## config.mk

```make
export PLATFORM = sky130hd
export DESIGN_NAME = mprm_power_reset_manager
export DESIGN_NICKNAME = d
export VERILOG_FILES = /design/src/mprm_pkg.sv /design/src/mprm_power_reset_manager.sv
export SDC_FILE = /design/constraint.sdc
export NUM_CORES = 1
export LEC_CHECK = 0
export BUFFER_PORTS_ARGS = -buffer_cell sky130_fd_sc_hd__buf_2
export CAP_MARGIN = 20
export CORE_MARGIN = 2
export CORE_UTILIZATION = 60
export DETAILED_ROUTE_END_ITERATION = 7
export MAX_ROUTING_LAYER = met4
export PLACE_DENSITY = 0.87
export SLEW_MARGIN = 5
export SYNTH_ARGS = -nofsm -noshare
export SYNTH_HDL_FRONTEND = slang
export SYNTH_SLANG_ARGS = --single-unit
export TNS_END_PERCENT = 100
```

## constraint.sdc

```tcl
create_clock -name clk -period 5.05 [get_ports clk]
set_clock_uncertainty 0.05 [all_clocks]
set_input_delay 0 -clock clk [delete_from_list [all_inputs] [get_ports clk]]
set_output_delay 0 -clock clk [all_outputs]
set_load 0.01 [all_outputs]
```

## src/mprm_pkg.sv

```systemverilog
// Package for the module power and reset manager: states, timing, grouped signals.
package mprm_pkg;

    // ****************************************************************
    // Timing
    // ****************************************************************
    localparam int unsigned CLK_PERIOD_PS   = 8000;
    localparam int unsigned PRESS_MIN_MS    = 16;
    // Cycles per millisecond first, so the product stays inside 32 bits
    localparam int unsigned PRESS_CYCLES    = PRESS_MIN_MS * ((1000000000 + CLK_PERIOD_PS - 1) / CLK_PERIOD_PS);
    localparam int unsigned RESET_HOLD_US   = 1;
    localparam int unsigned RESET_CYCLES    = (RESET_HOLD_US * 1000000 + CLK_PERIOD_PS - 1) / CLK_PERIOD_PS;
    localparam int unsigned WARN_LEAD_US    = 1;
    localparam int unsigned WARN_CYCLES     = (WARN_LEAD_US * 1000000 + CLK_PERIOD_PS - 1) / CLK_PERIOD_PS;
    localparam int unsigned CNT_W           = 32;
    localparam int unsigned NUM_BTN         = 4;

    // Button indices in the qualified-press vector
    localparam int unsigned BTN_POWER = 0;
    localparam int unsigned BTN_RESET = 1;
    localparam int unsigned BTN_LID   = 2;
    localparam int unsigned BTN_SLEEP = 3;

    // ****************************************************************
    // Types
    // ****************************************************************
    typedef enum logic [2:0] {
        ST_OFF     = 3'b000,
        ST_WAIT_OK = 3'b001,
        ST_RUN     = 3'b010,
        ST_WARN    = 3'b011,
        ST_SUSPEND = 3'b100
    } mprm_state_e;

    // Raw pin levels from the carrier, all asynchronous
    typedef struct packed {
        logic powerButtonN;
        logic resetButtonN;
        logic lidN;
        logic sleepN;
        logic supplyGood;
        logic mainSupply12vOk;
        logic pcieWakeN;
        logic batteryLowN;
    } mprm_pins_s;

    // Requests from module software and chipset logic, same clock
    typedef struct packed {
        logic softResetReq;
        logic watchdogTimeout;
        logic suspendReq;
        logic softOffReq;
    } mprm_sw_s;

    // One-cycle event reports and the lid level towards the system
    typedef struct packed {
        logic powerButtonEvent;
        logic sleepButtonEvent;
        logic lidChangeEvent;
        logic wakeEvent;
        logic powerFail;
        logic lidClosed;
    } mprm_evt_s;

endpackage : mprm_pkg

```

## src/mprm_power_reset_manager.sv

```systemverilog
// Power, reset and suspend-state sequencing between processor module and carrier.
`timescale 1ns/1ps

module mprm_power_reset_manager (
    input  wire logic                 clk,
    input  wire logic                 rst_n,
    input  wire mprm_pkg::mprm_pins_s pins,
    input  wire mprm_pkg::mprm_sw_s   sw,
    input  wire logic                 espiMode,
    output logic                      carrier_reset_n,
    output logic                      suspend_ram_n,
    output logic                      suspend_disk_n,
    output logic                      soft_off_n,
    output logic                      suspend_warning_n,
    output logic                      watchdog_expired_out,
    output mprm_pkg::mprm_evt_s       events
);
    import mprm_pkg::*;

    // ****************************************************************
    // Input synchronisers
    // ****************************************************************
    localparam int unsigned NSYNC = $bits(mprm_pins_s) + 1;
    logic [NSYNC-1:0] syncA;
    logic [NSYNC-1:0] syncB;
    mprm_pins_s       pinS;
    logic             espiS;

    // Two stages; only syncB is read downstream
    always_ff @(posedge clk or negedge rst_n) begin
        if (!rst_n) begin
            syncA <= '1;
            syncB <= '1;
        end else begin
            syncA <= {pins, espiMode};
            syncB <= syncA;
        end
    end
    assign pinS  = mprm_pins_s'(syncB[NSYNC-1:1]);
    assign espiS = syncB[0];

    // ****************************************************************
    // Press qualification
    // ****************************************************************
    logic [NUM_BTN-1:0] btnLevelN;
    logic [NUM_BTN-1:0] btnPress;    // One-cycle: press qualified
    logic [NUM_BTN-1:0] btnRelease;  // One-cycle: release after qualified press

    assign btnLevelN = {pinS.sleepN, pinS.lidN, pinS.resetButtonN, pinS.powerButtonN};

    // Low time counted per button; a press counts once when it reaches the
    // minimum width, so a held button never repeats
    genvar gi;
    generate
        for (gi = 0; gi < NUM_BTN; gi++) begin : g_btn
            logic [CNT_W-1:0] lowCnt;
            logic             held;
            always_ff @(posedge clk or negedge rst_n) begin
                if (!rst_n) begin
                    lowCnt         <= '0;
                    held           <= 1'b0;
                    btnPress[gi]   <= 1'b0;
                    btnRelease[gi] <= 1'b0;
                end else begin
                    btnPress[gi]   <= 1'b0;
                    btnRelease[gi] <= 1'b0;
                    if (btnLevelN[gi]) begin
                        lowCnt         <= '0;
                        held           <= 1'b0;
                        btnRelease[gi] <= held;
                    end else if (!held) begin
                        if (lowCnt == CNT_W'(PRESS_CYCLES - 1)) begin
                            held         <= 1'b1;
                            btnPress[gi] <= 1'b1;
                        end else begin
                            lowCnt <= lowCnt + CNT_W'(1);
                        end
                    end
                end
            end
        end
    endgenerate

    // Wake and power-fail edges on the synchronised levels
    logic wakePrevN;
    logic batPrevN;
    logic wakeEdge;
    logic batEdge;
    always_ff @(posedge clk or negedge rst_n) begin
        if (!rst_n) begin
            wakePrevN <= 1'b1;
            batPrevN  <= 1'b1;
        end else begin
            wakePrevN <= pinS.pcieWakeN;
            batPrevN  <= pinS.batteryLowN;
        end
    end
    assign wakeEdge = wakePrevN && !pinS.pcieWakeN;
    assign batEdge  = batPrevN && !pinS.batteryLowN;

    // ****************************************************************
    // Power state machine
    // ****************************************************************
    mprm_state_e      state;
    mprm_state_e      next_state;
    logic [CNT_W-1:0] warnCnt;
    logic             wakeReq;

    assign wakeReq = btnPress[BTN_POWER] || btnPress[BTN_SLEEP] || wakeEdge;

    // Next-state choice; power-good gates every path into running
    always_comb begin
        next_state = state;
        case (state)
            ST_OFF: begin
                if (wakeReq) begin
                    next_state = ST_WAIT_OK;
                end
            end
            ST_WAIT_OK: begin
                if (pinS.supplyGood && pinS.mainSupply12vOk) begin
                    next_state = ST_RUN;
                end
            end
            ST_RUN: begin
                if (btnPress[BTN_POWER] || sw.softOffReq || !pinS.batteryLowN) begin
                    next_state = ST_OFF;
                end else if (sw.suspendReq || btnPress[BTN_SLEEP]) begin
                    next_state = ST_WARN;
                end
            end
            ST_WARN: begin
                if (warnCnt == CNT_W'(WARN_CYCLES - 1)) begin
                    next_state = ST_SUSPEND;
                end
            end
            ST_SUSPEND: begin
                if (!pinS.batteryLowN) begin
                    next_state = ST_OFF;
                end else if (wakeReq) begin
                    next_state = ST_WAIT_OK;
                end
            end
            default: begin
                next_state = ST_OFF;
            end
        endcase
    end

    // State register; the board starts in soft-off
    always_ff @(posedge clk or negedge rst_n) begin
        if (!rst_n) begin
            state <= ST_OFF;
        end else begin
            state <= next_state;
        end
    end

    // Lead time between warning and suspend entry
    always_ff @(posedge clk or negedge rst_n) begin
        if (!rst_n) begin
            warnCnt <= '0;
        end else if (state == ST_WARN) begin
            warnCnt <= warnCnt + CNT_W'(1);
        end else begin
            warnCnt <= '0;
        end
    end

    // ****************************************************************
    // Carrier reset
    // ****************************************************************
    logic             resetCause;
    logic [CNT_W-1:0] rstCnt;

    // Button acts once per qualified press, so holding it low only yields
    // one fixed-length pulse rather than a stuck reset
    assign resetCause = btnPress[BTN_RESET] || sw.watchdogTimeout || sw.softResetReq;

    always_ff @(posedge clk or negedge rst_n) begin
        if (!rst_n) begin
            rstCnt <= '0;
        end else if (resetCause) begin
            rstCnt <= CNT_W'(RESET_CYCLES);
        end else if (rstCnt != '0) begin
            rstCnt <= rstCnt - CNT_W'(1);
        end
    end

    // Supply faults hold reset for as long as they last
    always_ff @(posedge clk or negedge rst_n) begin
        if (!rst_n) begin
            carrier_reset_n <= 1'b0;
        end else begin
            carrier_reset_n <= !(resetCause || rstCnt != '0 || !pinS.supplyGood
                                 || !pinS.mainSupply12vOk || state == ST_OFF
                                 || state == ST_WAIT_OK || state == ST_SUSPEND);
        end
    end

    // ****************************************************************
    // State outputs
    // ****************************************************************
    // Report-only outputs registered from the next-state decode; the warning is masked in eSPI mode
    always_ff @(posedge clk or negedge rst_n) begin
        if (!rst_n) begin
            suspend_ram_n     <= 1'b1;
            suspend_disk_n    <= 1'b0;
            soft_off_n        <= 1'b0;
            suspend_warning_n <= 1'b1;
        end else begin
            suspend_ram_n     <= !(next_state == ST_SUSPEND || next_state == ST_OFF);
            suspend_disk_n    <= !(next_state == ST_OFF);
            soft_off_n        <= !(next_state == ST_OFF);
            suspend_warning_n <= !(!espiS && (next_state == ST_WARN || next_state == ST_SUSPEND));
        end
    end

    // Watchdog flag stays set until the next run state begins
    always_ff @(posedge clk or negedge rst_n) begin
        if (!rst_n) begin
            watchdog_expired_out <= 1'b0;
        end else if (sw.watchdogTimeout) begin
            watchdog_expired_out <= 1'b1;
        end else if (state == ST_WAIT_OK && next_state == ST_RUN) begin
            watchdog_expired_out <= 1'b0;
        end
    end

    // Event pulses and lid level for the operating system
    always_ff @(posedge clk or negedge rst_n) begin
        if (!rst_n) begin
            events <= '0;
        end else begin
            events.powerButtonEvent <= btnPress[BTN_POWER];
            events.sleepButtonEvent <= btnPress[BTN_SLEEP];
            events.lidChangeEvent   <= btnPress[BTN_LID] || btnRelease[BTN_LID];
            events.wakeEvent        <= wakeEdge;
            events.powerFail        <= batEdge;
            events.lidClosed        <= !pinS.lidN;
        end
    end

endmodule : mprm_power_reset_manager

```

==> impl_metrics.toml, run 1 <==
[global_route]
grt_overflow = 0
grt_usage = 0.2443
grt_first_pass_wirelength_microns = 43060
grt_max_degree = 208
antenna_found_initial = 0
grt_pass1_vias = 9205

[synthesis]
syn_area_per_cell_sq_um = 9.737
synth-async-reset-ratio = 1.000
synth_common_cells = "213 x dfrtp_1, 154 x nor2_1, 70 x nand2_1"
synth_cell_types = 62
synth_most_common_cell = "dfrtp_1"
syn_inst = 1229
yosysTopAreaCell = "dfrtp_1"
synth-edff-count = 0
ys_seq_elements = 235
synth_top_area_share = 0.4454
syn-num-nets = 1252
ys.flop_type = "dfrtp_1"
yosys_warnings = 0
ys_seq_area_frac = 0.4937
syn_area_sq_um = 11970
synth_area_leaders = "dfrtp_1 45%, dfstp_2 4.8%, nor2_1 4.8%, xnor2_1 4.0%, xor2_1 3.4%"

[clock_network]
cts_buffers = 25
max-clock-path-buffers = 3
root_buffer = "clkbuf_16"
postCtsSetupBuffers = 0
clk_pin_slew_ns = 0.06
cts_sinks = 235
cts.htree.levels = 1
cts_tree = "done"
clock_latency_ns = 0.52

[sta]
finalHoldViolCount = 0
tightest_slew_ns = 1.108
rsz0062_at_grt = "no"
timing.final.max_slew_violations = 0
period_share = 0.5787
slew_headroom = 0.2613
fmax_mhz = 342.2
final.setup.tns_ns = 0
period_needed_ns = 2.923
setup_viol = 0

[drt]
first_pass_iters = 4
wire_per_inst_microns = 16.20
drcViolationCount = 0
drtIter0Drc = 773
vias = 9488
via_per_inst = 6.205
wl_microns = 24760
drtAntennaViolNets = 0

[power]
p_leak_nw = 5.314
max-vdd-ir-drop_mv = 0.2678
p_per_area_nw_per_um2 = 300.2

[cells_and_area]
num-nets-final = 1269
final_cells = 1529
syn2layout_area_growth_pct = 11.26
num_antenna_cells = 0
final_layout_size_suffix_gt1_frac = 0.1282

[setup_path]
critPathMaxFanout = 43
cp.arrival_ns = 3.30
critPathKind = "flip-flop to flip-flop"
critPathLaunchType = "flip-flop"
end_kind = "flip-flop"
required_ns = 5.43

[place]
hpwl_microns = 15310
place.gp.congestion = 0.8609
io_buffers = 26
dp.cells = 1466

[status]
outcome = "finished, final reports clean"

[die]
initial_utilization = 0.6128
fp.dieH_microns = 145.2
die_w_microns = 145.2
die-area_sq_um = 21090
coreArea_sq_um = 19530
ios = 27
num_rows = 51

[min_path]
holdCritPathClass = "input pin to flip-flop"

[run]
maxCapViolations = 0
## layout by cell type (no fill, tap or decap), drive strengths merged, types with 8 or more instances in the layout
master	synthesis	routed
dfrtp	213	213
nor2	154	154
nand2	70	70
nor4	67	67
xnor2	54	54
nand3	53	53
nand4	52	52
a21oi	50	50
xor2	47	47
nor3	42	42
or3	39	39
o21ai	36	36
buf	14	33
clkbuf	45	31
nor2b	30	30
or4	30	30
inv	23	23
mux2	22	22
dfstp	22	22
nor4b	19	19
o31ai	19	19
and3	19	19
dlygate4sd3	0	16
and4	13	13
or2	12	12
and2	11	11
o211ai	10	10
nand4b	8	8
ha	8	8
clkinv	0	8
## critical path: stages, from the launching register on
cell	delay (ns)
dfstp_2	1.04
nor2b_1	0.19
nor3_1	0.67
nand3_1	0.31
or3_1	0.43
a21oi_1	0.15
## cell families (layout without fill, tap and decap cells)
kind of cell               count (synthesis)  in the layout  synth area share
and+or+nand+nor                          641            641            0.3006
DFF                                      235            235            0.4937
AOI/OAI and AO/OA                        139            139           0.07277
xor gates and xnor gates                 101            101           0.07392
buffers and inverters                     82            117           0.02907
muxes                                     23             23           0.02154
adders and majority gates                  8              8          0.008365
## repair_timing
action / in CTS / in global routing
hold endpoints to repair: 236 / 0
hold buffers: 17 / 0
endpoints found under the setup margin: 0 / 0
resized for setup: 0 / 0
## sequential cells by signal, summed over array words and instances (netlist names)
name and flops:
soft_off_n 1, syncA 9, suspend_warning_n 1, wakePrevN 1, btnPress 4, state 3, batPrevN 1, btnRelease 1
warnCnt 32, watchdog_expired_out 1, g_btn.held 4, syncB 9, carrier_reset_n 1, rstCnt 32, g_btn.lowCnt 128, events 6
suspend_ram_n 1
## through the flow
| step | instance area, sq um | util | hold slack [ns] | power (W) | setup slack (ns) |
|---|---|---|---|---|---|
| floorplan | 11970 | - | -0.3456 | 0.002003 | 2.705 |
| global placement | 12230 | 0.6265 | -0.1886 | 0.002058 | 2.117 |
| detailed placement | 12230 | 0.6265 | -0.1886 | 0.002062 | 1.961 |
| CTS | 13300 | 0.6813 | 0.05808 | 0.004030 | 1.870 |
| global route | 13310 | 0.6819 | 0.07028 | 0.004125 | 1.947 |
| finish | 13310 | 0.6819 | 0.07701 | 0.003997 | 2.127 |
## per-layer routing
layer | part of all wire | global-route usage | wire length [microns]
met5 | 0 | - | 0
met4 | 0.029 | 0.08284 | 711
met3 | 0.054 | 0.03994 | 1326
met2 | 0.48 | 0.3905 | 11980
met1 | 0.43 | 0.3204 | 10740
## power breakdown
part | switching (W) | total [W] | internal (W)
clock network | 0.000739 | 0.00196 | 0.00122
registers | 0.0000347 | 0.00194 | 0.00191
logic | 0.0000589 | 0.0000943 | 0.0000354
total | 0.000833 | 0.00400 | 0.00316
## layout make-up
type	count	area [sq um]
clock buffers	31	688.2
inverters	23	86.33
multi-input cells	912	5717
well taps	265	331.6
fillers	1411	6212
flip-flops and latches	235	5908
repair buffers	49	381.6
clock inverters	14	201.4
## final timing paths
check | from | end | slack, ns | cells past startpoint
worst max-delay path | syncB[5] | g_btn[3].lowCnt[28] | 2.13 | 5
worst min-delay path | pins[5] | syncA[6] | 0.08 | 2
worst max register to register | syncB[5] | g_btn[3].lowCnt[28] | 2.13 | 5
worst min register to register | syncA[8] | syncB[8] | 0.30 | 0
max in group asynchronous | rst_n | warnCnt[28] | 3.35 | 4
min in group asynchronous | rst_n | rstCnt[5] | 0.50 | 4
Note: power is estimated with default switching activity, not from simulation.
==> run 2: changes to the inputs <==
--- a/config.mk
+++ b/config.mk
@@ -8,10 +8,10 @@
 export BUFFER_PORTS_ARGS = -buffer_cell sky130_fd_sc_hd__buf_2
 export CAP_MARGIN = 20
 export CORE_MARGIN = 2
-export CORE_UTILIZATION = 60
+export CORE_UTILIZATION = 57
 export DETAILED_ROUTE_END_ITERATION = 7
 export MAX_ROUTING_LAYER = met4
-export PLACE_DENSITY = 0.87
+export PLACE_DENSITY = 0.86
 export SLEW_MARGIN = 5
 export SYNTH_ARGS = -nofsm -noshare
 export SYNTH_HDL_FRONTEND = slang
==> constraint.sdc (replaced) <==
create_clock -name clk -period 2.6 [get_ports clk]
set_clock_uncertainty 0.05 [all_clocks]
set_input_delay 0 -clock clk [delete_from_list [all_inputs] [get_ports clk]]
set_output_delay 0 -clock clk [all_outputs]
set_load 0.01 [all_outputs]
==> run 2 against run 1 <==
  * Final cell count up 2.7%
  * Utilization down 3.3 points
  * Sequential power up 93%
  * First-iteration DRC count down 0.65%
  * Largest power group is now sequential cells
  * Highest routed layer unchanged
==> impl_metrics.toml, run 2 (synthesis gave the netlist of run 1 again) <==
[sta]
period_needed_ns = 2.449
period_share = 0.9419
rsz0062_at_grt = "no"
setup_viol = 0
tightest_slew_ns = 0.8791
finalHoldViolCount = 0
fmax_mhz = 408.3
final.setup.tns_ns = 0
timing.final.max_slew_violations = 0
slew_headroom = 0.4094

[cells_and_area]
final_area_sq_um = 13500
largest-register = "g_btn.lowCnt"
largest_register_ffs = 128
layout_commonest_cell = "dfrtp_1"
reg.largest.list = "g_btn.lowCnt (128), rstCnt (32), warnCnt (32)"
final_layout_size_suffix_gt1_frac = 0.1481
layout_common_cells = "213 x dfrtp_1, 154 x nor2_1, 70 x nand2_1"
num_antenna_cells = 0
syn2layout_area_growth_pct = 12.82
final_cells = 1571
num-nets-final = 1301

[setup_path]
required_ns = 2.98
critPathKind = "flip-flop to flip-flop"
cp_top_family = "simple AND/OR/NAND/NOR gates"
critPathMaxFanout = 13
worst_path_largest_cell_delay_ns = 0.56
critPathLaunchType = "flip-flop"
path_cells = "or4_4 > or3_4 > or3_1 > and3_2 > o21ai_0"
end_kind = "flip-flop"
cp_num_buf_inv = 0
cp.arrival_ns = 2.83
slowest_stage = "or4_4"

[status]
outcome = "finished, final reports clean"

[die]
initial_utilization = 0.5747
ios = 27
coreArea_sq_um = 20820
num_rows = 53
die-area_sq_um = 22170
die_w_microns = 148.9
fp.dieH_microns = 148.9

[place]
place_area_sq_um = 12520
hpwl_microns = 16460
io_buffers = 26
place.gp.congestion = 0.8433
dp.cells = 1511

[clock_network]
cts_sinks = 235
cts_buffers = 25
postCtsSetupBuffers = 0
max-clock-path-buffers = 3
clock_latency_ns = 0.52
clk_pin_slew_ns = 0.06
cts.htree.levels = 1
cts_tree = "done"
root_buffer = "clkbuf_16"

[global_route]
grt_first_pass_wirelength_microns = 42600
grt_overflow = 0
grt_usage = 0.2336
grt_max_degree = 80
grt_pass1_vias = 9157
antenna_found_initial = 0

[power]
p_per_area_nw_per_um2 = 557.1
max-vdd-ir-drop_mv = 0.3833
p_leak_nw = 5.442

[drt]
wire_per_inst_microns = 15.91
via_per_inst = 6.083
drtIter0Drc = 768
drtAntennaViolNets = 0
drcViolationCount = 0
wl_microns = 24990
first_pass_iters = 5
vias = 9556

[min_path]
holdCritPathClass = "input pin to asynchronous set/reset pin"

[run]
maxCapViolations = 0
==> run 2: cell types whose count changed in the layout (fill, tap and decap cells not counted), sizes merged <==
cell,before,now
clkinvlp,1,0
bufinv,5,2
buf,33,66
clkinv,8,7
dlygate4sd3,16,15
clkbuf,31,36
==> run 2: worst register-to-register path, delay by kind of cell, from the launching register on <==
family,cells,cell delay (ns)
AO/OA/AOI/OAI,1,0.15
flip-flops,1,0.44
AND/OR/NAND/NOR,4,1.74
==> run 2: through the flow <==
step / power [W] / hold WS [ns] / util / setup slack [ns]
CTS: 0.007606 / 0.02190 / 0.6484 / 0.1568
floorplan: 0.003890 / -0.3456 / - / 0.2546
finish: 0.007521 / 0.005326 / 0.6484 / 0.1511
global route: 0.007788 / 0.06069 / 0.6484 / 0.009371
detailed placement: 0.004023 / -0.02520 / 0.6013 / 0.1646
global placement: 0.004013 / -0.02362 / 0.6013 / 0.2300
==> run 2: area by class of cell <==
| type | instances | area [sq um] |
|---|---|---|
| clock buffers | 36 | 726.9 |
| clock inverters | 9 | 102.6 |
| fillers | 1580 | 7322 |
| inverters | 23 | 86.33 |
| multi-input cells | 912 | 5717 |
| flip-flops and latches | 235 | 5908 |
| well taps | 275 | 344.1 |
| repair buffers | 81 | 615.6 |
==> run 2: path summary, 6_finish.rpt <==
path                            from  depth (start not counted)         end  slack [ns]
max                        rstCnt[8]                          5   rstCnt[6]        0.15
min                            rst_n                          2  rstCnt[26]       0.005
max reg2reg                rstCnt[8]                          5   rstCnt[6]        0.15
min reg2reg                 syncA[3]                          0    syncB[3]        0.30
max in group asynchronous      rst_n                          3    syncB[2]        1.60
min in group clk             pins[4]                          2    syncA[5]        0.07
==> run 2: routing by layer <==
layer,track usage,wire (microns),part of all wire
met4,0.06333,482,0.019
met1,0.3111,10990,0.44
met5,-,0,0
met3,0.02569,1186,0.047
met2,0.3846,12340,0.49
==> run 2: where the power goes <==
part | internal [W] | switching (W) | total [W] | leakage [nW]
sequential | 0.00371 | 0.0000366 | 0.00374 | 3.13
clock | 0.00214 | 0.00142 | 0.00355 | 0.413
combinational | 0.0000762 | 0.000149 | 0.000225 | 1.90
total | 0.00592 | 0.00160 | 0.00752 | 5.44
==> run 2: what timing repair did <==
action,in CTS,in global routing
gates resized for setup,0,0
hold buffers,15,0
hold endpoints to repair,214,0
==> run 3: changes to the inputs <==
--- a/config.mk
+++ b/config.mk
@@ -12,6 +12,7 @@
 export DETAILED_ROUTE_END_ITERATION = 7
 export MAX_ROUTING_LAYER = met4
 export PLACE_DENSITY = 0.86
+export RECOVER_POWER = 25
 export SLEW_MARGIN = 5
 export SYNTH_ARGS = -nofsm -noshare
 export SYNTH_HDL_FRONTEND = slang
==> run 3 against run 2 <==
  * The run now ends with max-capacitance violations, max-slew violations left
  * Clock power about the same
  * Total power about the same
  * Utilization down 0.054 points
  * Sequential power about the same
  * Register-to-register slack about the same
==> impl_metrics.toml, run 3 (synthesis gave the netlist of run 1 again) <==
[status]
outcome = "complete, but fails checks"
violations = "max-capacitance violations, max-slew violations"

[power]
p_per_area_nw_per_um2 = 557.2
p_clk_frac = 0.472
power.internal_w = 0.005918
p_leak_nw = 5.434
p_sw_w = 0.001599
combPwrFrac = 0.030
max-vdd-ir-drop_mv = 0.3835
p_sw_frac = 0.2127
pwr-share-seq = 0.498

[global_route]
grt_usage = 0.2336
grt_pass1_vias = 9157
antenna_found_initial = 0
grt_overflow = 0
grt_first_pass_wirelength_microns = 42600
grt_max_degree = 80

[sta]
period_needed_ns = 2.449
finalHoldViolCount = 0
slew_headroom = -0.3253
holdWs_ns = 0.07222
tightest_slew_ns = 1.988
rsz0062_at_grt = "no"
setup_viol = 0
final.setup.tns_ns = 0
fmax_mhz = 408.3
period_share = 0.9421
timing.final.max_slew_violations = 78

[die]
fp.dieH_microns = 148.9
coreArea_sq_um = 20820
die-area_sq_um = 22170
die_w_microns = 148.9
ios = 27
num_rows = 53
initial_utilization = 0.5747

[setup_path]
cp_num_buf_inv = 0
slowest_stage = "or4_4"
worst_path_largest_cell_delay_ns = 0.56
critPathLaunchType = "flip-flop"
cp.arrival_ns = 2.83
path_cells = "or4_4 > or3_4 > or3_1 > and3_2 > o21ai_0"
critPathKind = "flip-flop to flip-flop"
required_ns = 2.98
critPathMaxFanout = 13
end_kind = "flip-flop"
cp_top_family = "simple AND/OR/NAND/NOR gates"

[min_path]
holdCritPathClass = "input pin to flip-flop"

[cells_and_area]
num_antenna_cells = 0
reg.largest.list = "g_btn.lowCnt (128), rstCnt (32), warnCnt (32)"
final_layout_size_suffix_gt1_frac = 0.1443
layout_commonest_cell = "dfrtp_1"
syn2layout_area_growth_pct = 12.72
layout_common_cells = "213 x dfrtp_1, 154 x nor2_1, 70 x nand2_1"
largest-register = "g_btn.lowCnt"
num-nets-final = 1301
largest_register_ffs = 128
fillers = 1582

[clock_network]
cts_tree = "done"
cts_resized = 0
cts_sinks = 235
clk_pin_slew_ns = 0.06
clock_latency_ns = 0.52
cts_buffers = 25
max-clock-path-buffers = 3
cts.htree.levels = 1
root_buffer = "clkbuf_16"

[place]
io_buffers = 26
place.gp.congestion = 0.8433
hpwl_microns = 16460

[drt]
vias = 9558
first_pass_iters = 5
drtAntennaViolNets = 0
via_per_inst = 6.084
drtIter0Drc = 773
wl_microns = 24990
drcViolationCount = 0
wire_per_inst_microns = 15.91

[run]
maxCapViolations = 1
run 3: changes by cell type in the layout (fill, tap and decap cells not counted):
cell / before / now
buf_2: 25 / 24
buf_8: 1 / 0
clkbuf_1: 5 / 6
clkbuf_2: 0 / 1
dfstp_1: 0 / 4
dfstp_2: 22 / 18
run 3: power groups by stage:
stage	registers, W	clock network [W]	logic (W)
floorplan	0.00380	0	0.0000924
global placement	0.00381	0	0.000207
detailed placement	0.00381	0	0.000215
CTS	0.00374	0.00363	0.000231
global route	0.00375	0.00379	0.000255
finish	0.00374	0.00355	0.000223
run 3: what timing repair did:
action	in CTS	in global routing
hold buffers	15	0
hold endpoints to repair	214	0
buffers inserted	0	0
run 3: final timing paths:
check                          start         end  slack (ns)  depth (start not counted)
setup / recovery           rstCnt[8]   rstCnt[6]        0.15                          5
hold / removal               pins[4]    syncA[5]        0.07                          2
setup reg to reg           rstCnt[8]   rstCnt[6]        0.15                          5
hold reg to reg             syncA[3]    syncB[3]        0.30                          0
max in group asynchronous      rst_n   wakePrevN        0.58                          3
min in group asynchronous      rst_n  rstCnt[26]        0.54                          2
run 3: area by class of cell:
| type | count | area (sq um) | area share |
|---|---|---|---|
| Clock buffer | 36 | 726.9 | 0.05389 |
| Clock inverter | 9 | 102.6 | 0.007606 |
| Inverter | 23 | 86.33 | 0.006400 |
| Multi-Input combinational cell | 912 | 5717 | 0.4238 |
| Sequential cell | 235 | 5908 | 0.4380 |
| Tap cell | 275 | 344.1 | 0.02551 |
| Timing Repair Buffer | 81 | 604.3 | 0.04480 |
run 3: routing by layer:
layer,GRT usage,wire length (microns)
met5,-,0
met4,0.06333,454
met3,0.02569,1203
met2,0.3846,12350
met1,0.3111,10980
run 3: through the flow:
| step | utilization | power, W | setup slack [ns] | std cells | cell area (sq um) |
|---|---|---|---|---|---|
| 6_report | 0.6478 | 0.007517 | 0.1507 | 1571 | 13490 |
| 5_1_grt | 0.6478 | 0.007786 | 0.009371 | 1571 | 13490 |
| 4_1_cts | 0.6484 | 0.007606 | 0.1568 | 1571 | 13500 |
| 3_5_place_dp | 0.6013 | 0.004023 | 0.1646 | 1511 | 12520 |
| 3_3_place_gp | 0.6013 | 0.004013 | 0.2300 | 1511 | 12520 |
| 2_1_floorplan | - | 0.003890 | 0.2546 | 1229 | 11970 |
